File: src/ssr_cfg.svh
`ifndef SSR_CFG_SVH
`define SSR_CFG_SVH

// Byte offsets on the register bus
`define SSR_OFF_TYPE      8'h00
`define SSR_OFF_R1_IV     8'h04
`define SSR_OFF_R1_IC     8'h08
`define SSR_OFF_R1_TIME   8'h0c
`define SSR_OFF_R1_CL     8'h10
`define SSR_OFF_R2_IV     8'h14
`define SSR_OFF_R2_IC     8'h18
`define SSR_OFF_R2_TIME   8'h1c
`define SSR_OFF_R2_CL     8'h20
`define SSR_OFF_DEFCLR    8'h24
`define SSR_OFF_PASSWORD  8'h28
`define SSR_OFF_LOCK0     8'h2c
`define SSR_OFF_LOCK1     8'h30
`define SSR_OFF_LOCK2     8'h34
`define SSR_OFF_STATUS    8'h38
`define SSR_OFF_THERMAL   8'h3c
`define SSR_OFF_OUTPUT    8'h40
`define SSR_OFF_TRIPRST   8'h44

// Field positions in the status word
`define SSR_ST_LOCKED     8
`define SSR_ST_TRIP       9
`define SSR_ST_CLIMIT     10
`define SSR_ST_SEL2       11
`define SSR_ST_VTYPE      12

// Reset and factory default values, then the restore and clear command codes
`define SSR_DEF_TYPE      3'h1
`define SSR_DEF_IV        10'h014
`define SSR_DEF_IC        10'h0c8
`define SSR_DEF_TIME      16'h2710
`define SSR_DEF_CL        10'h15e
`define SSR_DEFCLR_RESTORE 32'h0000_0001
`define SSR_DEFCLR_CLEAR  32'h0000_0002

// Limits, in percent of full load current or full voltage, except ramp time in ticks and loop gain as a shift
`define SSR_FULL          10'h064
`define SSR_CL_MIN        10'h0c8
`define SSR_CL_MAX        10'h258
`define SSR_TIME_MIN      16'h0001
`define SSR_KP_SHIFT      4

// Control tick: time in ns, clock period in ns, count derived
`define SSR_TICK_NS       1000000
`define SSR_CLK_NS        8
`define SSR_TICK_CYC      (`SSR_TICK_NS / `SSR_CLK_NS)

`endif

File: src/ssr_pkg.sv
package ssr_pkg;

    typedef enum logic [1:0] {
        SSR_IDLE,
        SSR_RAMP,
        SSR_RUN
    } ssr_state_t;

    typedef enum logic [3:0] {
        SSR_MSG_NONE,
        SSR_MSG_LOCKOUT,
        SSR_MSG_PASS_OK,
        SSR_MSG_PASS_ERR,
        SSR_MSG_CHANGE_OK,
        SSR_MSG_DEFAULTS,
        SSR_MSG_TRIPPED,
        SSR_MSG_FAULT,
        SSR_MSG_CLEARED,
        SSR_MSG_INHIBIT
    } ssr_msg_t;

    typedef struct packed {
        logic [9:0]  iv;
        logic [9:0]  ic;
        logic [15:0] rtime;
        logic [9:0]  cl;
    } ssr_ramp_t;

    typedef struct packed {
        ssr_state_t           st;
        ssr_msg_t             msg;
        logic                 ack;
        logic [31:0]          rdat;
        logic [2:0]           rtype;
        ssr_ramp_t [1:0]      ramp;
        logic                 locked;
        logic [2:0][15:0]     lock;
        logic [6:0]           heat;
        logic [6:0]           heat_start;
        logic [6:0]           req_cap;
        logic                 trip;
        logic [2:0]           sy1;
        logic [2:0]           sy2;
        logic                 sel2;
        logic                 vtype;
        logic                 cmode;
        logic                 climit;
        logic [19:0]          rref;
        logic [19:0]          inc;
        logic [19:0]          tgt;
        logic [19:0]          volt;
        logic [31:0]          tick;
    } ssr_state_reg_t;

endpackage : ssr_pkg

File: src/ssr_top.sv
// Design decisions made here: the Wishbone slave port and the register addresses.
`timescale 1ns/1ps
`default_nettype none
`include "ssr_cfg.svh"

// Functional notes
// - Running lockout timer refuses start, shows lockout message, remaining time readable.
// - Correct password releases parameter lock and shows accepted message.
// - Wrong password shows error message and keeps the lock.
// - Accepted new value is stored as active setting with change message.
// - Default restore loads defaults into all parameters and shows defaults message.
// - Start while tripped shows tripped; fault shown after start withdrawn.
// - Thermal capacity shown 000..100, falls when loaded, rises while cooling.
// - Trip reset level learned from capacity used by successful starts; readable.
// - Writing 2 to clear function zeroes thermal register and lockouts.
// - Two ramp sets chosen by external contact; contact selects ramp two.
// - Ramp type 1..4 decodes voltage or current for each ramp.
// - Each ramp set has own voltage, current, time and limit values.
// - Voltage ramp rises to full over ramp time; limit at 600% inert.
// - Voltage ramp holds while current at limit, resumes below it.
// - Current limit overrides ramp time; time still sets slope.
// - Current ramp rises linearly to limit, closed loop on measured current.
// - Current ramp starts from initial current, never initial voltage.
// - Maximum initial level with minimum time steps current to the limit.
// - Current limiting ends at full speed or on thermal trip.
// - Current limit below 200% is not accepted.
// - Full speed before ramp end ends the ramp early.
module ssr_top
    import ssr_pkg::*;
#(
    parameter int          TICK_CYCLES = `SSR_TICK_CYC,
    parameter logic [15:0] PASSWORD    = 16'h5a3c  // Arbitrary value
) (
    input  wire logic        clk_i,
    input  wire logic        rst_i,
    input  wire logic        cyc_i,
    input  wire logic        stb_i,
    input  wire logic        we_i,
    input  wire logic [7:0]  adr_i,
    input  wire logic [3:0]  sel_i,
    input  wire logic [31:0] dat_i,
    output logic [31:0]      dat_o,
    output logic             ack_o,
    input  wire logic        start_cmd_i,
    input  wire logic        ramp2_sel_i,
    input  wire logic        at_speed_i,
    input  wire logic [9:0]  motor_current_i,
    output logic [15:0]      voltage_cmd_o,
    output logic             current_limit_o,
    output logic             running_o,
    output logic             trip_o,
    output logic [3:0]       status_msg_o,
    output logic [6:0]       thermal_cap_o
);

    ssr_state_reg_t s_q;
    ssr_state_reg_t s_d;

    logic              acc;
    logic              wr;
    logic              wr_cfg;
    logic              tick;
    logic              start_s;
    logic              sel_s;
    logic              atspd_s;
    logic              lock_any;
    logic              at_limit;
    logic              vt_sel;
    logic              step_sel;
    ssr_ramp_t         rs;
    logic [20:0]       sum;
    logic signed [22:0] err;
    logic signed [22:0] vnext;

    assign start_s  = s_q.sy2[2];
    assign sel_s    = s_q.sy2[1];
    assign atspd_s  = s_q.sy2[0];
    assign lock_any = |s_q.lock;
    assign tick     = (s_q.tick == 32'(TICK_CYCLES - 1));
    assign acc      = cyc_i & stb_i & ~s_q.ack;
    // Partial-lane writes are ignored; every field but the ramp type is wider than a byte
    assign wr       = acc & we_i & (sel_i == 4'hf);
    assign wr_cfg   = wr & ~s_q.locked & (s_q.st == SSR_IDLE);
    // Set chosen at start stays in force; a contact change mid-ramp is ignored
    assign rs       = ((s_q.st == SSR_IDLE) ? sel_s : s_q.sel2) ? s_q.ramp[1]
                                                                 : s_q.ramp[0];
    // Ramp one is voltage for types 1 and 3, ramp two for 1 and 4
    assign vt_sel   = sel_s ? (s_q.rtype == 3'h1 || s_q.rtype == 3'h4)
                            : (s_q.rtype == 3'h1 || s_q.rtype == 3'h3);
    assign step_sel = (rs.rtime == `SSR_TIME_MIN) &&
                      (vt_sel ? (rs.iv >= `SSR_FULL) : (rs.ic >= rs.cl));
    assign at_limit = (motor_current_i >= rs.cl) && (rs.cl < `SSR_CL_MAX);

    always_comb begin
        s_d    = s_q;
        sum    = '0;
        err    = '0;
        vnext  = '0;
        s_d.ack = acc;
        s_d.sy1 = {start_cmd_i, ramp2_sel_i, at_speed_i};
        s_d.sy2 = s_q.sy1;
        s_d.tick = tick ? 32'h0 : s_q.tick + 32'h1;

        // Register writes
        if (wr) begin
            case (adr_i)
                `SSR_OFF_TYPE: begin
                    if (wr_cfg && dat_i[2:0] >= 3'h1 && dat_i[2:0] <= 3'h4
                        && dat_i[31:3] == '0) begin
                        s_d.rtype = dat_i[2:0];
                        s_d.msg   = SSR_MSG_CHANGE_OK;
                    end else begin
                        s_d.msg = SSR_MSG_INHIBIT;
                    end
                end
                `SSR_OFF_R1_IV, `SSR_OFF_R2_IV, `SSR_OFF_R1_IC, `SSR_OFF_R2_IC: begin
                    if (wr_cfg && dat_i[31:10] == '0) begin
                        if (adr_i[3:2] == 2'h1)
                            s_d.ramp[adr_i[4]].iv = dat_i[9:0];
                        else
                            s_d.ramp[adr_i[4]].ic = dat_i[9:0];
                        s_d.msg = SSR_MSG_CHANGE_OK;
                    end else begin
                        s_d.msg = SSR_MSG_INHIBIT;
                    end
                end
                `SSR_OFF_R1_TIME, `SSR_OFF_R2_TIME: begin
                    if (wr_cfg && dat_i[15:0] >= `SSR_TIME_MIN && dat_i[31:16] == '0) begin
                        s_d.ramp[adr_i[4]].rtime = dat_i[15:0];
                        s_d.msg = SSR_MSG_CHANGE_OK;
                    end else begin
                        s_d.msg = SSR_MSG_INHIBIT;
                    end
                end
                `SSR_OFF_R1_CL, `SSR_OFF_R2_CL: begin
                    // Below 200% most motors never break away
                    if (wr_cfg && dat_i[31:10] == '0 && dat_i[9:0] >= `SSR_CL_MIN
                        && dat_i[9:0] <= `SSR_CL_MAX) begin
                        s_d.ramp[adr_i[5]].cl = dat_i[9:0];
                        s_d.msg = SSR_MSG_CHANGE_OK;
                    end else begin
                        s_d.msg = SSR_MSG_INHIBIT;
                    end
                end
                `SSR_OFF_DEFCLR: begin
                    if (wr_cfg && dat_i == `SSR_DEFCLR_RESTORE) begin
                        s_d.rtype = `SSR_DEF_TYPE;
                        for (int i = 0; i < 2; i++) begin
                            s_d.ramp[i] = '{`SSR_DEF_IV, `SSR_DEF_IC, `SSR_DEF_TIME, `SSR_DEF_CL};
                        end
                        s_d.msg = SSR_MSG_DEFAULTS;
                    end else if (wr_cfg && dat_i == `SSR_DEFCLR_CLEAR) begin
                        s_d.heat = '0;
                        s_d.lock = '0;
                        s_d.msg  = SSR_MSG_CLEARED;
                    end else begin
                        s_d.msg = SSR_MSG_INHIBIT;
                    end
                end
                `SSR_OFF_PASSWORD: begin
                    if (dat_i == {16'h0, PASSWORD}) begin
                        s_d.locked = 1'b0;
                        s_d.msg    = SSR_MSG_PASS_OK;
                    end else begin
                        s_d.locked = 1'b1;
                        s_d.msg    = SSR_MSG_PASS_ERR;
                    end
                end
                `SSR_OFF_LOCK0, `SSR_OFF_LOCK1, `SSR_OFF_LOCK2: begin
                    s_d.lock[2'(adr_i[5:2] - 4'hb)] = dat_i[15:0];
                end
                `SSR_OFF_TRIPRST: begin
                    // Reset only once enough capacity has come back
                    if (s_q.trip && (7'd100 - s_q.heat) >= s_q.req_cap) begin
                        s_d.trip = 1'b0;
                        s_d.msg  = SSR_MSG_NONE;
                    end else begin
                        s_d.msg = SSR_MSG_INHIBIT;
                    end
                end
                default: begin
                end
            endcase
        end

        // Register reads, taken from state before this cycle's write
        if (acc && !we_i) begin
            case (adr_i)
                `SSR_OFF_TYPE:     s_d.rdat = {29'h0, s_q.rtype};
                `SSR_OFF_R1_IV:    s_d.rdat = {22'h0, s_q.ramp[0].iv};
                `SSR_OFF_R1_IC:    s_d.rdat = {22'h0, s_q.ramp[0].ic};
                `SSR_OFF_R1_TIME:  s_d.rdat = {16'h0, s_q.ramp[0].rtime};
                `SSR_OFF_R1_CL:    s_d.rdat = {22'h0, s_q.ramp[0].cl};
                `SSR_OFF_R2_IV:    s_d.rdat = {22'h0, s_q.ramp[1].iv};
                `SSR_OFF_R2_IC:    s_d.rdat = {22'h0, s_q.ramp[1].ic};
                `SSR_OFF_R2_TIME:  s_d.rdat = {16'h0, s_q.ramp[1].rtime};
                `SSR_OFF_R2_CL:    s_d.rdat = {22'h0, s_q.ramp[1].cl};
                `SSR_OFF_LOCK0:    s_d.rdat = {16'h0, s_q.lock[0]};
                `SSR_OFF_LOCK1:    s_d.rdat = {16'h0, s_q.lock[1]};
                `SSR_OFF_LOCK2:    s_d.rdat = {16'h0, s_q.lock[2]};
                `SSR_OFF_STATUS:   s_d.rdat = {19'h0, s_q.vtype, s_q.sel2, s_q.climit,
                                               s_q.trip, s_q.locked, 2'h0, s_q.st, s_q.msg};
                `SSR_OFF_THERMAL:  s_d.rdat = {17'h0, s_q.req_cap, 1'b0,
                                               7'd100 - s_q.heat};
                `SSR_OFF_OUTPUT:   s_d.rdat = {12'h0, s_q.volt};
                default:           s_d.rdat = 32'h0;
            endcase
        end

        if (tick) begin
            for (int i = 0; i < 3; i++) begin
                // Count from this cycle's value so a clear or reload is not undone
                if (s_d.lock[i] != 16'h0)
                    s_d.lock[i] = s_d.lock[i] - 16'h1;
            end
            // Heat builds above full load while energised, bleeds off when stopped
            if (s_q.st != SSR_IDLE && motor_current_i > `SSR_FULL) begin
                if (s_q.heat < 7'd100)
                    s_d.heat = s_q.heat + 7'h1;
                if (s_q.heat >= 7'd99)
                    s_d.trip = 1'b1;
            end else if (s_q.st == SSR_IDLE && s_d.heat != 7'h0) begin
                s_d.heat = s_d.heat - 7'h1;
            end
        end

        case (s_q.st)
            SSR_IDLE: begin
                s_d.volt   = '0;
                s_d.climit = 1'b0;
                if (start_s && lock_any) begin
                    s_d.msg = SSR_MSG_LOCKOUT;
                end else if (start_s && s_q.trip) begin
                    s_d.msg = SSR_MSG_TRIPPED;
                end else if (s_q.msg == SSR_MSG_TRIPPED) begin
                    s_d.msg = SSR_MSG_FAULT;
                end else if (start_s && !wr) begin
                    s_d.st         = SSR_RAMP;
                    s_d.sel2       = sel_s;
                    s_d.vtype      = vt_sel;
                    s_d.cmode      = step_sel | ~vt_sel;
                    s_d.heat_start = s_q.heat;
                    if (step_sel) begin
                        s_d.rref = {rs.cl, 10'h0} >> 2;
                        s_d.tgt  = {rs.cl, 10'h0} >> 2;
                        s_d.inc  = '0;
                    end else if (vt_sel) begin
                        s_d.rref = {2'h0, rs.iv, 8'h0};
                        s_d.volt = {2'h0, rs.iv, 8'h0};
                        s_d.tgt  = {2'h0, `SSR_FULL, 8'h0};
                        // Slope from span over time, even if the limit cuts in later
                        s_d.inc  = 20'({2'h0, `SSR_FULL - rs.iv, 8'h0} / rs.rtime);
                    end else begin
                        s_d.rref = (rs.ic > rs.cl) ? {2'h0, rs.cl, 8'h0}
                                                   : {2'h0, rs.ic, 8'h0};
                        s_d.tgt  = {2'h0, rs.cl, 8'h0};
                        s_d.inc  = (rs.ic > rs.cl) ? 20'h0
                                 : 20'({2'h0, rs.cl - rs.ic, 8'h0} / rs.rtime);
                    end
                end
            end
            SSR_RAMP: begin
                if (!start_s || s_q.trip) begin
                    s_d.st     = SSR_IDLE;
                    s_d.volt   = '0;
                    s_d.climit = 1'b0;
                end else if (atspd_s) begin
                    s_d.st     = SSR_RUN;
                    s_d.volt   = {2'h0, `SSR_FULL, 8'h0};
                    s_d.climit = 1'b0;
                    s_d.req_cap = s_q.heat - s_q.heat_start;
                end else if (!s_q.cmode) begin
                    s_d.climit = at_limit;
                    if (tick && !at_limit) begin
                        sum = {1'b0, s_q.volt} + {1'b0, s_q.inc};
                        s_d.volt = (sum >= {1'b0, s_q.tgt}) ? s_q.tgt : sum[19:0];
                    end
                end else begin
                    s_d.climit = (s_q.rref == s_q.tgt);
                    if (tick) begin
                        sum = {1'b0, s_q.rref} + {1'b0, s_q.inc};
                        s_d.rref = (sum >= {1'b0, s_q.tgt}) ? s_q.tgt : sum[19:0];
                        // Integrating regulator: output moves with current error
                        err   = $signed({3'h0, s_q.rref}) - $signed({5'h0, motor_current_i, 8'h0});
                        vnext = $signed({3'h0, s_q.volt}) + (err >>> `SSR_KP_SHIFT);
                        if (vnext < 0)
                            s_d.volt = '0;
                        else if (vnext > $signed({5'h0, `SSR_FULL, 8'h0}))
                            s_d.volt = {2'h0, `SSR_FULL, 8'h0};
                        else
                            s_d.volt = vnext[19:0];
                    end
                end
            end
            SSR_RUN: begin
                if (!start_s || s_q.trip) begin
                    s_d.st   = SSR_IDLE;
                    s_d.volt = '0;
                end
            end
            default: s_d.st = SSR_IDLE;
        endcase
    end

    always_ff @(posedge clk_i) begin
        if (rst_i) begin
            s_q        <= '0;
            s_q.st     <= SSR_IDLE;
            s_q.msg    <= SSR_MSG_NONE;
            s_q.rtype  <= `SSR_DEF_TYPE;
            s_q.ramp   <= {2{`SSR_DEF_IV, `SSR_DEF_IC, `SSR_DEF_TIME, `SSR_DEF_CL}};
            s_q.locked <= 1'b1;
        end else begin
            s_q <= s_d;
        end
    end

    assign dat_o           = s_q.rdat;
    assign ack_o           = s_q.ack;
    assign voltage_cmd_o   = s_q.volt[17:2];
    assign current_limit_o = s_q.climit;
    assign running_o       = (s_q.st != SSR_IDLE);
    assign trip_o          = s_q.trip;
    assign status_msg_o    = s_q.msg;
    assign thermal_cap_o   = 7'd100 - s_q.heat;
endmodule : ssr_top
`default_nettype wire

File: config.mk
export PLATFORM = sky130hd
export DESIGN_NAME = ssr_top
export DESIGN_NICKNAME = d
export VERILOG_FILES = /design/src/ssr_pkg.sv /design/src/ssr_top.sv
export VERILOG_INCLUDE_DIRS = /design/src
export SDC_FILE = /design/constraint.sdc
export NUM_CORES = 2
export LEC_CHECK = 0
export ABC_AREA = 0
export BUFFER_PORTS_ARGS = -buffer_cell sky130_fd_sc_hd__buf_2
export CAP_MARGIN = 20
export CORE_MARGIN = 2
export CORE_UTILIZATION = 40
export DETAILED_ROUTE_END_ITERATION = 8
export GPL_TIMING_DRIVEN = 0
export PLACE_DENSITY = 0.59
export SLEW_MARGIN = 25
export SYNTH_ARGS = -nofsm -noshare
export SYNTH_HDL_FRONTEND = slang
export SYNTH_SLANG_ARGS = --single-unit
File: constraint.sdc
create_clock -name clk_i -period 63.4 [get_ports clk_i]
set_clock_uncertainty 0.05 [all_clocks]
set_input_delay 6.34 -clock clk_i [delete_from_list [all_inputs] [get_ports clk_i]]
set_output_delay 6.34 -clock clk_i [all_outputs]
set_load 0.01 [all_outputs]
==> qor.csv <==
stage,metric,value,unit
clocking,hold_buffers,0,
die,die_area,0.109,sq mm
clocking,post_cts_buffers,0,
finish,syn_to_final_growth,10.5,%
clocking,htreeDepth,2,
grt,grt_pass1_wl,260000,um
place,port_buffers,106,
logic_synthesis,synth_async_sr_flop_share,0,
route,final_antenna_net_count,0,
grt,antenna_found_initial,4,
critical_path,cpPeakStageDelay,0.77,ns
grt,grt_pass1_vias,42319,
flow_run,maxCapViolCount,0,
status,status,"complete, no violations",
critical_path,crit_path_end_kind,register,
die,core-area,0.106,sq mm
clocking,clkTransAtPathRegs,0.06,ns
route,drtIter0Drc,4699,
worst_hold_path,min_path_type,register to register,
logic_synthesis,synth.cell_area,0.0427,sq mm
pwr,netSwitchingPower,0.000273,W
route,post_drt_wl_per_cell,23.5,um
critical_path,worst-path-buf-inv,27,
route,vias_per_cell,6.23,
pwr,total_power,0.000734,W
clocking,ctsResizeCount,0,
critical_path,cp_top_family,compound AO/OA/AOI/OAI gates,
timing,setup_viol_count_final,0,
pwr,p_clk_frac,0.301,
logic_synthesis,synth-edff-count,0,
finish,final_area,0.0472,sq mm
timing,maxSlewViolCount,0,
logic_synthesis,synth_top_area_cell,ha_1,
route,drc_errors,0,
die,initial_core_util,0.404,
grt,grt.total_usage,0.307,
clocking,cts_tree,yes,
place,dp_hpwl,140000,um
route,drt_pass1_iterations,7,
pwr,p_int,0.000461,W
critical_path,cp.arrival,51.74,ns
die,rows,119,
clocking,cts.sinks,305,
pwr,p_leak,19.9,nW
timing,period_share,0.810,
grt,grt_overflow_total,0,
critical_path,cp_max_fo,13,
logic_synthesis,ys_types,110,
clocking,numCtsBuffers,36,
timing,setup_tns,0,ns
finish,nNetsFinal,6572,
timing,rsz0062_at_grt,false,
die,die_h,331,um
critical_path,cpMaxStageDelayCell,clkbuf_1,
logic_synthesis,synth.avg_cell_area,7.37,sq um
place,place_congestion,1.03,
pwr,swShare,0.372,
pwr,vdd_drop_max,0.0201,mV
pwr,comb_power_share,0.428,
logic_synthesis,synth-seq-cells,305,
logic_synthesis,yosysTopAreaCellShare,0.152,
place,placed_area,0.0459,sq mm
clocking,clock_latency,0.60,ns
logic_synthesis,ys_seq_area_frac,0.143,
logic_synthesis,synthTopCellsByCount,"nor2_1, nand2_1, ha_1",
timing,worst_pin_slew,1.13,ns
critical_path,crit_top_cell,ha_1,
timing,max_freq,0.0195,GHz
clocking,cts_root_buffer,clkbuf_16,
clocking,cts.path.max_buffers,3,
grt,grt_max_degree,21,
critical_path,critPathRequiredTime,63.77,ns
timing,final-hold-violation-count,0,
logic_synthesis,synthFlopType,dfxtp_1,
finish,drive_above_1_share,0.0924,
critical_path,cp-start-kind,register,
timing,min_period,51.37,ns
logic_synthesis,synth_area_leaders,"ha_1, dfxtp_1, a21oi_1",
pwr,p_seq_frac,0.271,
timing,relSlewSlack,0.224,
logic_synthesis,post-synth-top-count-cell,nor2_1,
critical_path,crit_type,register to register,
logic_synthesis,netlist_instances,5789,
logic_synthesis,yosys_warnings,0,
route,drt-total-wl,174000,um
die,die_x,331,um
route,vias,46120,
pwr,powerDensity,15.6,mW/mm^2
die,io-pin-count,125,
final cells by class:
| type | instances | area, sq um |
|---|---|---|
| fillers | 10858 | 58400 |
| diodes | 2 | 5.00 |
| well taps | 1391 | 1740 |
| multi-input cells | 5038 | 34900 |
| flip-flops and latches | 305 | 6110 |
| plain buffers | 269 | 1270 |
| clock buffers | 52 | 1070 |
| inverters | 192 | 721 |
| clock inverters | 8 | 158 |
| repair buffers | 140 | 1190 |
power groups by stage:
stage	Sequential [W]	Clock, W	Combinational (W)
after floorplan	0.000200	0	0.000236
after global placement	0.000203	0	0.000301
after detailed placement	0.000203	0	0.000308
after CTS	0.000199	0.000222	0.000310
after global routing	0.000199	0.000230	0.000347
final	0.000199	0.000221	0.000314
kinds of logic (layout without fill, tap and decap cells):
| logic type | Yosys count | in the layout | share of synthesized area |
|---|---|---|---|
| mux | 244 | 244 | 0.0622 |
| other cells | 1 | 18 | 0.0000879 |
| flops | 305 | 305 | 0.143 |
| fa+ha+maj | 528 | 528 | 0.156 |
| buf+inv | 461 | 661 | 0.0465 |
| xor+xnor | 399 | 399 | 0.0819 |
| simple gates | 2069 | 2069 | 0.232 |
| compound gates | 1782 | 1782 | 0.278 |
metrics by stage:
stage / setup WS [ns] / utilization / hold WS (ns) / std cells
after floorplan: 23.24 / - / 0.364 / 5804
after global placement: 8.96 / 0.426 / 0.380 / 7301
after detailed placement: 13.50 / 0.435 / 0.392 / 7335
after CTS: 13.19 / 0.447 / 0.404 / 7395
after global routing: 9.00 / 0.447 / 0.418 / 7395
final: 12.03 / 0.447 / 0.396 / 7397
final timing paths:
kind,endpoint,start,slack [ns],depth (start not counted)
max,s_q[72],s_q[326],12.03,180
max reg2reg,s_q[72],s_q[326],12.03,180
min,s_q[0],s_q[0],0.40,1
min reg2reg,s_q[0],s_q[0],0.40,1
cells in the final DEF, fill, tap and decap left out, drive strengths merged, types with 67 or more instances in the layout:
| master | instances |
|---|---|
| o21a | 85 |
| buf | 222 |
| nand3 | 151 |
| mux2i | 92 |
| dfxtp | 305 |
| a22oi | 114 |
| nand2 | 541 |
| nor2b | 67 |
| clkbuf | 239 |
| nor3 | 159 |
| inv | 191 |
| nor2 | 642 |
| xor2 | 149 |
| a21oi | 494 |
| ha | 520 |
| mux2 | 152 |
| xnor2 | 250 |
| a211oi | 68 |
| o21ai | 310 |
| a21o | 144 |
| and3 | 67 |
routing by layer:
layer  vias up  track usage  part of all wire
li1      21853            -                 -
met1     21679        0.417              0.44
met2      2118        0.470              0.42
met3       470       0.0444             0.082
met4         0        0.158             0.057
met5         -            0                 0
Note: power is estimated with default switching activity, not from simulation.
